File: src/shared/sws_pkg.sv
/*
 * Constants for the per-port bridge control and power management
 * capability header block: offsets, field positions, reset values
 * and legacy decode limits.
 * Assumes byte addresses on the configuration port, dword aligned.
 */
package sws_pkg;
    // Register byte offsets
    localparam logic [7:0] SWS_OFF_BRIDGE_CTRL = 8'h3c;
    localparam logic [7:0] SWS_OFF_PM_CAP = 8'h40;

    // Bridge control bit positions within the dword
    localparam int SWS_BC_POISON = 16;
    localparam int SWS_BC_ERR_FWD = 17;
    localparam int SWS_BC_LEGACY_IO = 18;
    localparam int SWS_BC_VGA = 19;
    localparam int SWS_BC_VGA16 = 20;
    localparam int SWS_BC_HOT_RST = 22;
    localparam int SWS_BC_LO = 16;
    localparam int SWS_BC_HI = 22;
    localparam int SWS_BC_W = 7;

    // Byte lane that carries the writable control bits
    localparam int SWS_BE_BC_LANE = 2;

    // Capability header fixed fields
    localparam logic [7:0] SWS_CAP_ID = 8'h01;
    localparam logic [7:0] SWS_NEXT_PTR_UP = 8'h5c;
    localparam logic [7:0] SWS_NEXT_PTR_DN = 8'h4c;
    localparam logic [2:0] SWS_PM_REV = 3'h3;
    localparam logic [0:0] SWS_EVT_CLK = 1'h0;
    localparam logic [0:0] SWS_CAP_RSVD = 1'h0;

    // Loadable capability defaults, packed as {evt_support, d2, d1, aux, dsi}
    localparam int SWS_LD_W = 11;
    localparam logic [0:0] SWS_DSI_RST = 1'h0;
    localparam logic [2:0] SWS_AUX_RST = 3'h7;
    localparam logic [0:0] SWS_D1_RST = 1'h1;
    localparam logic [0:0] SWS_D2_RST = 1'h1;
    localparam logic [4:0] SWS_EVT_SUP_RST = 5'h1f;

    // Legacy display memory range
    localparam logic [31:0] SWS_VGA_MEM_LO = 32'h000a_0000;
    localparam logic [31:0] SWS_VGA_MEM_HI = 32'h000b_ffff;
    // Legacy display I/O ranges on the low ten address bits
    localparam logic [9:0] SWS_VGA_IO_A_LO = 10'h3b0;
    localparam logic [9:0] SWS_VGA_IO_A_HI = 10'h3bb;
    localparam logic [9:0] SWS_VGA_IO_B_LO = 10'h3c0;
    localparam logic [9:0] SWS_VGA_IO_B_HI = 10'h3df;

    // Error message kinds
    typedef enum logic [1:0] {
        SWS_ERR_COR,
        SWS_ERR_NONFATAL,
        SWS_ERR_FATAL
    } sws_err_t;
endpackage

File: src/logic/sws_port_ctrl.sv
/*
 * Per-port bridge control field group and power management
 * capability header, with the routing, error, poison and hot reset
 * behaviour those fields steer.
 * Assumes configuration accesses, loader strobes and the upstream
 * port's hot reset level all arrive on sys_clk_i.
 */
// Operation
// Bit 16 enables poisoned packet detection on secondary; clear ignores them.
// Bit 17 gates forwarding of secondary error messages to primary.
// Bit 18 sends legacy-aliased window I/O in first 64KB upstream.
// Bit 19 forwards display memory A0000h to BFFFFh when set, else ignores.
// Display enable also forwards low-64KB I/O at 3B0-3BBh and 3C0-3DFh.
// Bit 20 picks 16-bit display I/O decode; clear picks 10-bit.
// Bit 22 hot-resets this port; downstream drives its port reset.
// Upstream port hot reset bit resets every downstream port.
// Legacy-bus-only bits 21, 23-27 and capability bit 19 read zero.
// Capability bits 7:0 return identifier 01h.
// Next pointer is 5Ch on upstream port, 4Ch downstream.
// Bits 18:16 read constant 011b for interface revision 1.2.
// Bit 21 reads 0 by default, replaceable by side-band loader.
// Auxiliary current bits 24:22 reset to 111b, loadable, read-only.
// Bits 25 and 26 default 1 for D1/D2 support, loadable.
// Bits 31:27 default 11111b for event support, loadable.
// Loader may override defaults in bits 31:21; capability bit 20 reserved.
// Writes to read-only or reserved fields change nothing; reserved read zero.
`timescale 1ns/1ps
module sws_port_ctrl
    import sws_pkg::*;
#(
    parameter bit IS_UPSTREAM = 1'b0
) (
    input wire logic sys_clk_i,
    input wire logic rst_n_i,
    // Configuration access port
    input wire logic cfg_wr_i,
    input wire logic cfg_rd_i,
    input wire logic [7:0] cfg_addr_i,
    input wire logic [3:0] cfg_be_i,
    input wire logic [31:0] cfg_wdata_i,
    output logic [31:0] cfg_rdata_o,
    output logic cfg_rvalid_o,
    // Side-band default loader
    input wire logic ld_valid_i,
    input wire logic [SWS_LD_W-1:0] ld_data_i,
    // Poisoned packets seen on the secondary side
    input wire logic poison_valid_i,
    output logic poison_report_o,
    // Error messages arriving from the secondary side
    input wire logic err_msg_valid_i,
    input wire logic [1:0] err_msg_type_i,
    output logic err_fwd_valid_o,
    output logic [1:0] err_fwd_type_o,
    // I/O routing request
    input wire logic io_req_valid_i,
    input wire logic [31:0] io_addr_i,
    input wire logic io_in_window_i,
    output logic io_route_valid_o,
    output logic io_to_downstream_o,
    output logic io_to_upstream_o,
    // Memory routing request for the display range
    input wire logic mem_req_valid_i,
    input wire logic [31:0] mem_addr_i,
    output logic mem_route_valid_o,
    output logic mem_vga_fwd_o,
    // Hot reset
    input wire logic up_hot_reset_i,
    output logic hot_reset_o,
    output logic dn_hot_reset_o,
    output logic port_rst_n_o
);
    // Writable bridge control bits, each stored in its own flop
    logic poison_en_q;
    logic err_fwd_en_q;
    logic legacy_io_window_enable_q;
    logic vga_en_q;
    logic vga16_q;
    logic hot_rst_q;

    logic [31:0] rdata_q;
    logic rvalid_q;
    logic poison_report_q;
    logic err_fwd_valid_q;
    logic [1:0] err_fwd_type_q;
    logic io_route_valid_q;
    logic io_to_downstream_q;
    logic io_to_upstream_q;
    logic mem_route_valid_q;
    logic mem_vga_fwd_q;
    logic hot_reset_q;
    logic dn_hot_reset_q;
    logic port_rst_n_q;

    logic [SWS_LD_W-1:0] cap_ld;
    logic vga_io_hit;
    logic legacy_alias;
    logic vga_mem_hit;
    logic bc_sel;
    logic cap_sel;
    logic bc_wr;
    logic [31:0] bc_word;
    logic [31:0] cap_word;
    logic [7:0] next_ptr;
    logic port_hot;

    // Loadable capability fields live in their own small holder
    sws_cap_fields u_cap (
        .sys_clk_i(sys_clk_i),
        .rst_n_i(rst_n_i),
        .ld_valid_i(ld_valid_i),
        .ld_data_i(ld_data_i),
        .fields_o(cap_ld)
    );

    // Shared range decode, result registered below
    sws_legacy_decode u_dec (
        .io_addr_i(io_addr_i),
        .mem_addr_i(mem_addr_i),
        .vga16_i(vga16_q),
        .vga_io_hit_o(vga_io_hit),
        .legacy_alias_o(legacy_alias),
        .vga_mem_hit_o(vga_mem_hit)
    );

    // Address decode; other offsets fall through to a zero read
    assign bc_sel = (cfg_addr_i == SWS_OFF_BRIDGE_CTRL);
    assign cap_sel = (cfg_addr_i == SWS_OFF_PM_CAP);

    // Only lane 2 holds writable control bits; other lanes are ignored
    assign bc_wr = cfg_wr_i && bc_sel && cfg_be_i[SWS_BE_BC_LANE];

    // Pointer is fixed by which side of the switch this port sits on
    assign next_ptr = IS_UPSTREAM ? SWS_NEXT_PTR_UP : SWS_NEXT_PTR_DN;

    // Bridge control read image; hardwired legacy bits stay zero
    always_comb begin
        bc_word = 32'h0000_0000; // see R9
        bc_word[SWS_BC_POISON] = poison_en_q;
        bc_word[SWS_BC_ERR_FWD] = err_fwd_en_q;
        bc_word[SWS_BC_LEGACY_IO] = legacy_io_window_enable_q;
        bc_word[SWS_BC_VGA] = vga_en_q;
        bc_word[SWS_BC_VGA16] = vga16_q;
        bc_word[SWS_BC_HOT_RST] = hot_rst_q;
    end

    // Capability header read image
    always_comb begin
        // Bit order: 31:27 evt, 26 d2, 25 d1, 24:22 aux, 21 dsi, 20 reserved
        cap_word = {cap_ld[10:1], // see R14 see R15
                    cap_ld[0],
                    SWS_CAP_RSVD,
                    SWS_EVT_CLK,
                    SWS_PM_REV,
                    next_ptr,
                    SWS_CAP_ID};
    end

    // Bridge control write; read-only and reserved bits are dropped
    always_ff @(posedge sys_clk_i) begin
        if (!rst_n_i) begin
            poison_en_q <= 1'b0;
            err_fwd_en_q <= 1'b0;
            legacy_io_window_enable_q <= 1'b0;
            vga_en_q <= 1'b0;
            vga16_q <= 1'b0;
            hot_rst_q <= 1'b0;
        end else if (bc_wr) begin
            poison_en_q <= cfg_wdata_i[SWS_BC_POISON];
            err_fwd_en_q <= cfg_wdata_i[SWS_BC_ERR_FWD];
            legacy_io_window_enable_q <= cfg_wdata_i[SWS_BC_LEGACY_IO];
            vga_en_q <= cfg_wdata_i[SWS_BC_VGA];
            vga16_q <= cfg_wdata_i[SWS_BC_VGA16];
            hot_rst_q <= cfg_wdata_i[SWS_BC_HOT_RST];
        end
    end

    // Read data; capability writes are simply not decoded
    always_ff @(posedge sys_clk_i) begin
        if (!rst_n_i) begin
            rdata_q <= 32'h0000_0000;
            rvalid_q <= 1'b0;
        end else begin
            rvalid_q <= cfg_rd_i;
            if (cfg_rd_i) begin
                if (bc_sel) begin
                    rdata_q <= bc_word;
                end else if (cap_sel) begin
                    rdata_q <= cap_word;
                end else begin
                    rdata_q <= 32'h0000_0000;
                end
            end
        end
    end

    // Poisoned packets are reported only while detection is enabled
    always_ff @(posedge sys_clk_i) begin
        if (!rst_n_i) begin
            poison_report_q <= 1'b0;
        end else begin
            poison_report_q <= poison_valid_i && poison_en_q;
        end
    end

    // Error message forwarding; a blocked message is dropped, not held
    always_ff @(posedge sys_clk_i) begin
        if (!rst_n_i) begin
            err_fwd_valid_q <= 1'b0;
            err_fwd_type_q <= 2'h0;
        end else begin
            err_fwd_valid_q <= err_msg_valid_i && err_fwd_en_q;
            if (err_msg_valid_i) begin
                err_fwd_type_q <= err_msg_type_i;
            end
        end
    end

    // I/O routing. Display ranges win over the legacy alias test, so a
    // display register inside the window is still sent downstream.
    always_ff @(posedge sys_clk_i) begin
        if (!rst_n_i) begin
            io_route_valid_q <= 1'b0;
            io_to_downstream_q <= 1'b0;
            io_to_upstream_q <= 1'b0;
        end else begin
            io_route_valid_q <= io_req_valid_i;
            if (io_req_valid_i) begin
                if (vga_en_q && vga_io_hit) begin
                    io_to_downstream_q <= 1'b1;
                    io_to_upstream_q <= 1'b0;
                end else if (io_in_window_i && legacy_io_window_enable_q &&
                             legacy_alias) begin
                    io_to_downstream_q <= 1'b0;
                    io_to_upstream_q <= 1'b1;
                end else if (io_in_window_i) begin
                    io_to_downstream_q <= 1'b1;
                    io_to_upstream_q <= 1'b0;
                end else begin
                    io_to_downstream_q <= 1'b0;
                    io_to_upstream_q <= 1'b1;
                end
            end
        end
    end

    // Display memory forwarding
    always_ff @(posedge sys_clk_i) begin
        if (!rst_n_i) begin
            mem_route_valid_q <= 1'b0;
            mem_vga_fwd_q <= 1'b0;
        end else begin
            mem_route_valid_q <= mem_req_valid_i;
            if (mem_req_valid_i) begin
                mem_vga_fwd_q <= vga_en_q && vga_mem_hit;
            end
        end
    end

    // Downstream ports also obey the upstream port's reset request
    assign port_hot = hot_rst_q || (!IS_UPSTREAM && up_hot_reset_i);

    // Hot reset levels follow the control bit for as long as it is set
    always_ff @(posedge sys_clk_i) begin
        if (!rst_n_i) begin
            hot_reset_q <= 1'b0;
            dn_hot_reset_q <= 1'b0;
            port_rst_n_q <= 1'b1;
        end else begin
            hot_reset_q <= port_hot;
            dn_hot_reset_q <= IS_UPSTREAM && hot_rst_q;
            port_rst_n_q <= IS_UPSTREAM || !port_hot; // see R7
        end
    end

    assign cfg_rdata_o = rdata_q;
    assign cfg_rvalid_o = rvalid_q;
    assign poison_report_o = poison_report_q;
    assign err_fwd_valid_o = err_fwd_valid_q;
    assign err_fwd_type_o = err_fwd_type_q;
    assign io_route_valid_o = io_route_valid_q;
    assign io_to_downstream_o = io_to_downstream_q;
    assign io_to_upstream_o = io_to_upstream_q;
    assign mem_route_valid_o = mem_route_valid_q;
    assign mem_vga_fwd_o = mem_vga_fwd_q;
    assign hot_reset_o = hot_reset_q;
    assign dn_hot_reset_o = dn_hot_reset_q;
    assign port_rst_n_o = port_rst_n_q;
endmodule

File: src/logic/sws_cap_fields.sv
/*
 * Loadable read-only defaults of the power management capability.
 * Assumes the management bus or autoload engine presents a packed
 * value with a one-cycle strobe on the same clock.
 */
`timescale 1ns/1ps
module sws_cap_fields
    import sws_pkg::*;
(
    input wire logic sys_clk_i,
    input wire logic rst_n_i,
    input wire logic ld_valid_i,
    input wire logic [SWS_LD_W-1:0] ld_data_i,
    output logic [SWS_LD_W-1:0] fields_o
);
    logic [SWS_LD_W-1:0] fields_q;

    // Reset defaults, replaced only by the side-band loader
    always_ff @(posedge sys_clk_i) begin
        if (!rst_n_i) begin
            fields_q <= {SWS_EVT_SUP_RST, SWS_D2_RST, SWS_D1_RST,
                         SWS_AUX_RST, SWS_DSI_RST}; // see R14 see R15
        end else if (ld_valid_i) begin
            fields_q <= ld_data_i;
        end
    end

    assign fields_o = fields_q;
endmodule

File: src/logic/sws_legacy_decode.sv
/*
 * Combinational legacy decode: display memory and I/O ranges, and
 * the legacy I/O alias test. Caller registers the results.
 * Assumes addresses are stable while the request is valid.
 */
`timescale 1ns/1ps
module sws_legacy_decode
    import sws_pkg::*;
(
    input wire logic [31:0] io_addr_i,
    input wire logic [31:0] mem_addr_i,
    input wire logic vga16_i,
    output logic vga_io_hit_o,
    output logic legacy_alias_o,
    output logic vga_mem_hit_o
);
    logic first_64k;
    logic low_hit;

    // First 64KB; 16-bit decode also demands no aliases above bit 9
    always_comb begin
        first_64k = (io_addr_i[31:16] == 16'h0000);
        low_hit = ((io_addr_i[9:0] >= SWS_VGA_IO_A_LO) &&
                   (io_addr_i[9:0] <= SWS_VGA_IO_A_HI)) ||
                  ((io_addr_i[9:0] >= SWS_VGA_IO_B_LO) &&
                   (io_addr_i[9:0] <= SWS_VGA_IO_B_HI));
        vga_io_hit_o = first_64k && low_hit &&
                       (!vga16_i || (io_addr_i[15:10] == 6'h00));
        // Top 768 bytes of each 1KB block means bits 9:8 not both zero
        legacy_alias_o = first_64k && (io_addr_i[9:8] != 2'h0);
        vga_mem_hit_o = (mem_addr_i >= SWS_VGA_MEM_LO) &&
                        (mem_addr_i <= SWS_VGA_MEM_HI);
    end
endmodule

File: config.mk
export PLATFORM = sky130hd
export DESIGN_NAME = sws_port_ctrl
export DESIGN_NICKNAME = d
export VERILOG_FILES = /design/src/shared/sws_pkg.sv /design/src/logic/sws_port_ctrl.sv /design/src/logic/sws_cap_fields.sv /design/src/logic/sws_legacy_decode.sv
export SDC_FILE = /design/constraint.sdc
export NUM_CORES = 1
export LEC_CHECK = 0
export ABC_AREA = 1
export BUFFER_PORTS_ARGS = -buffer_cell sky130_fd_sc_hd__buf_2
export CORE_ASPECT_RATIO = 1.5
export CORE_MARGIN = 2
export CORE_UTILIZATION = 34
export DETAILED_ROUTE_END_ITERATION = 8
export PLACE_DENSITY = 0.85
export SYNTH_ARGS = -nofsm -noshare
export SYNTH_HDL_FRONTEND = slang
export SYNTH_SLANG_ARGS = --single-unit
export TNS_END_PERCENT = 30
File: constraint.sdc
create_clock -name sys_clk_i -period 1.1 [get_ports sys_clk_i]
set_clock_uncertainty 0.2 [all_clocks]
set_input_delay 0.165 -clock sys_clk_i [delete_from_list [all_inputs] [get_ports sys_clk_i]]
set_output_delay 0.165 -clock sys_clk_i [all_outputs]
set_load 0.02 [all_outputs]
======== Yosys cells after proc, flatten, opt, wreduce, memory -nomap -nowiden ========
Index checks and enable logic that the tools add are counted.
operators by class
  mux-type cells .......................... 8
  equal/unequal tests ..................... 2
  reduce and logical (&&, ||, !) cells .... 22
  magnitude comparators ................... 6
operator list
  operator                                                                               number
  32-bit 2-to-1 mux                                                                      2
  32-bit by 20-bit greater-or-equal comparator with 1-bit output, second input constant  1
  32-bit by 20-bit <= comparator with 1-bit output, second input constant                1
  10-bit greater-or-equal comparator, second input constant                              2
  10-bit <= comparator, second input constant                                            2
  16-bit logical NOT                                                                     1
  1-bit logical AND                                                                      14
  8-bit by 6-bit equality test with 1-bit output, second input constant                  1
  8-bit by 7-bit equality test with 1-bit output, second input constant                  1
  6-bit logical NOT                                                                      1
  1-bit 2-to-1 mux                                                                       6
  1-bit logical OR                                                                       3
  1-bit logical NOT                                                                      2
  2-bit nonzero test                                                                     1
storage, ports and cells
  flip-flop bits (word level) ............. 61
  bits of input ports ..................... 132

======== Longest topological paths before layout ========
  depth in word-level cells ............... 7
  depth in mapped cells ................... 8
  mapped depth without buffers ............ 8

======== Modules after synthesis ========
Synthesis repeated with hierarchy kept, for this count alone.
second synthesis, totals
  cell total of the unflattened synthesis .. 304
  area, all modules ....................... 2,129.5 um^2
by module, submodules not included
  module             area an instance (um^2)  times used  seq. area each (um^2)  cells each
  sws_port_ctrl      1,555.2                  1           700.7                  213
  sws_cap_fields     384.1                    1           220.2                  49
  sws_legacy_decode  190.2                    1           0.0                    42

======== Worst setup path before layout ========
OpenSTA, ideal clock, no wires.
  path kind ............................... input-to-reg
  from .................................... input cfg_addr_i[1]
  to ...................................... register err_fwd_en_q
  data arrival time ....................... 0.874 ns
  stages on the path ...................... 5
  required time ........................... 0.787 ns
  path slack .............................. -0.086 ns
  library setup time ...................... 0.113 ns
  cells stage by stage .................... nor4_4 -> nand4_2 -> buf_6 -> nor2_1 -> nor2_1
on the way
  cells in the longest elaborated chain, start to end .. 3
RTL lines
  element                                         RTL line              source
  start, declared                                 sws_port_ctrl.sv:38   input wire logic [7:0] cfg_addr_i,
  8-bit by 6-bit equality test with 1-bit output  sws_port_ctrl.sv:126  assign bc_sel = (cfg_addr_i == SWS_OFF_BRIDGE_CTRL);
  1-bit logical AND (2 in series)                 sws_port_ctrl.sv:130  assign bc_wr = cfg_wr_i && bc_sel && cfg_be_i[SWS_BE_BC_LANE];
  end signal, assigned                            sws_port_ctrl.sv:169  err_fwd_en_q <= cfg_wdata_i[SWS_BC_ERR_FWD];
  end, declared                                   sws_port_ctrl.sv:74   logic err_fwd_en_q;
Every way passes these cells.
A chain may end at the register's enable or synchronous reset.

======== Final worst setup path ========
  from .................................... register vga_en_q
  to ...................................... register io_to_upstream_q (netlist: io_to_upstream_o)
on the way
  cells in the longest elaborated chain, start to end .. 2
RTL lines
  element                 RTL line              source
  start, declared         sws_port_ctrl.sv:76   logic vga_en_q;
  start signal, assigned  sws_port_ctrl.sv:171  vga_en_q <= cfg_wdata_i[SWS_BC_VGA];
  1-bit logical AND       sws_port_ctrl.sv:228  if (vga_en_q && vga_io_hit) begin
  1-bit 2-to-1 mux        sws_port_ctrl.sv:228
  end signal, assigned    sws_port_ctrl.sv:230  io_to_upstream_q <= 1'b0;
  end signal, assigned    sws_port_ctrl.sv:234  io_to_upstream_q <= 1'b1;
  end signal, assigned    sws_port_ctrl.sv:237  io_to_upstream_q <= 1'b0;
  end, declared           sws_port_ctrl.sv:87   logic io_to_upstream_q;
Every way passes these cells.

==> summary.md <==
| Metric | Value |
|---|---|
| Status | `finished, violations left` |
| Failing checks | `hold timing, setup timing` |
| DP Worst Slack | `-0.283 ns` |
| Crit start category | `flop` |
| Fin cells | `523` |
| Tcrit/Tclk final | `1.10` |
| Hold-fix buffers, CTS | `27` |
| IO Pins | `177` |
| CTS Root Cell | `clkbuf_8` |
| Crit path DAT | `1.21 ns` |
| IO buf count | `115` |
| Remaining antenna violation count | `0` |
| # DRC | `0` |
| Hold Path Cell Cnt | `4` |
| Cells taking the most area after synthesis | `dfxtp_1, nand2_1, nor2_1` |
| Final Util | `0.566` |
| CTS H-Tree Depth | `2` |
| DR WL/cell | `12.0 um` |
| Vias per cell | `4.57` |
| Final hold vios | `2` |
| Post-DP Area | `0.00276 sq mm` |
| Required time of the critical path | `1.10 ns` |
| Mapped Cells | `300` |
| Final setup violation count | `35` |
| Vias | `2391` |
| Pwr per Cell Area | `1090 mW/mm^2` |
| RSZ-0062 raised after global routing | `true` |
| Final wirelength | `6270 um` |
| Fin area | `0.00342 sq mm` |
| Fillcell total | `534` |
| Fmax | `0.829 GHz` |
| Commonest non-fill, non-tap cells in the layout | `buf_2, nand2_1, nor2_1, buf_6, inv_1` |
| Min Hold Slack | `-0.0624 ns` |
| # clock sinks | `46` |
| Post-CTS Setup Repair Bufs | `0` |
| Die Span X | `68.0 um` |
| Post-Synthesis Cell Area | `0.00209 sq mm` |
| PnR Total Power | `3.71 mW` |
| HPWL after DPL | `4370 um` |
| Initial Util | `0.345` |
| Longest Clk Path Bufs | `2` |
| Static Leakage | `1.70 nW` |
| Area Growth Syn to Fin | `63.9%` |
| Die area | `0.00679 sq mm` |
| Largest net degree at the start of global routing | `18` |
| Placed Cells | `489` |
| Crit. End Element | `flop` |
| Most common cell after layout, fill and taps aside | `buf_2` |
| Crit Path Max Fanout | `2` |
| Post-synthesis sequential element count | `46` |
| Max IR drop VDD | `0.000794 V` |
| First-pass GRT wire length | `9680 um` |
| Num CTS Buffers | `5` |
| Final Wtd Congestion | `0.764` |
| Final nets | `580` |
| Diodes inserted | `0` |
| Share of cells above drive strength 1 | `0.412` |
| WS Path Type | `flop to flop` |
| Worst Hold Class | `input port to flop` |
| Worst reg2reg path depth | `7` |
| TritonRoute pass-1 iters | `6` |
| Max Cap Violations | `0` |
| Die Y | `99.9 um` |
| Seq/Total Area, Yosys | `0.442` |
| Total GRT Usage | `0.185` |
| CTS tree | `built` |
| Yosys warns | `0` |
| Netlist cell types | `23` |
| # rows | `35` |
| Top cell type's share of synthesized area | `0.442` |
| Slew Limit Fails | `0` |
| DRT iter0 DRCs | `61` |
| Dominant cell type by area after synthesis | `dfxtp_1` |
| Synth Area per Inst | `6.95 sq um` |
| Later-pin clock latency in the skew report | `0.30 ns` |
| Setup TNS | `-1.14 ns` |
| Antenna violations before repair | `0` |
| Worst Setup Slack, final | `-0.106 ns` |
| Total gr overflow | `0` |
| Core Region | `0.00604 sq mm` |
| Number of global-route vias before repair | `2319` |
| Min cycle time layout | `1.21 ns` |
| Reg clk slew, reported paths | `0.09 ns` |
==> timing repair <==
action                     4_1_cts  5_1_grt
pin swaps                        4        4
hold endpoints to repair        28        2
setup endpoints to repair       35       53
resized for setup               89       24
==> registers in the layout, indices dropped and copies added, names as in the netlist <==
register	count
cfg_rdata_o	17
u_cap.fields_o	11
err_fwd_type_o	2
cfg_rvalid_o	1
err_fwd_en_q	1
err_fwd_valid_o	1
hot_reset_o	1
hot_rst_q	1
io_route_valid_o	1
io_to_downstream_o	1
io_to_upstream_o	1
legacy_io_window_enable_q	1
mem_route_valid_o	1
mem_vga_fwd_o	1
poison_en_q	1
poison_report_o	1
port_rst_n_o	1
vga16_q	1
vga_en_q	1
==> power by group <==
group          internal (mW)  switching (mW)
Sequential              1.73          0.0350
Combinational          0.319           0.315
Clock                  0.694           0.619
==> critical path, stage by stage, from the launching register on <==
cell and delay, ns:
dfxtp_2 0.34, nand2_1 0.05, nor2_1 0.09, nand2_1 0.09, nor2_4 0.11, nand3_2 0.11
nand3_2 0.08, a21oi_2 0.05
==> logic make-up (layout without fill, tap and decap cells) <==
group	Yosys count	after routing	share of synthesized area
other	1	13	0.00180
AO/OA/AOI/OAI	31	31	0.0756
AND/OR/NAND/NOR	164	164	0.339
flip-flops	46	46	0.442
buffers and inverters	58	195	0.142
==> area by class of cell <==
type / instances / area, sq um / area share
clock inverters: 3 / 47.5 / 0.0139
clock buffers: 5 / 68.8 / 0.0201
multi-input cells: 208 / 962 / 0.281
flip-flops and latches: 46 / 956 / 0.280
well taps: 74 / 92.6 / 0.0271
inverters: 31 / 119 / 0.0348
repair buffers: 156 / 1170 / 0.343
==> path summary, 6_finish.rpt <==
path	start	slack, ns	to
setup / recovery	vga_en_q$_SDFFE_PN0P_	-0.11	io_to_upstream_o$_SDFFE_PN0P_
hold / removal	mem_addr_i[27]	-0.06	mem_vga_fwd_o$_SDFFE_PN0P_
setup reg to reg	vga_en_q$_SDFFE_PN0P_	-0.11	io_to_upstream_o$_SDFFE_PN0P_
hold reg to reg	u_cap.fields_o[6]$_SDFFE_PN1P_	0.27	u_cap.fields_o[6]$_SDFFE_PN1P_
==> synthesized netlist by cell type <==
library cell,instances
nand2_1,76
nor2_1,48
dfxtp_1,46
inv_1,31
nand3_1,28
a21oi_1,18
buf_4,16
o21ai_0,11
clkbuf_1,8
a31oi_1,2
nand3b_1,2
nor3_1,2
nor4_1,2
and2_1,1
and2_2,1
buf_2,1
buf_6,1
clkbuf_8,1
conb_1,1
nand4_1,1
nand4_2,1
nor3_2,1
nor4_4,1
==> metal layers <==
| metal | track usage | wire [um] | up-vias |
|---|---|---|---|
| met4 | 0.0646 | 120 | 0 |
| li1 | - | - | 1208 |
| met1 | 0.174 | 2230 | 1069 |
| met5 | 0 | 0 | - |
| met3 | 0.0291 | 365 | 12 |
| met2 | 0.376 | 3550 | 102 |
(Power assumes the default switching activity.)
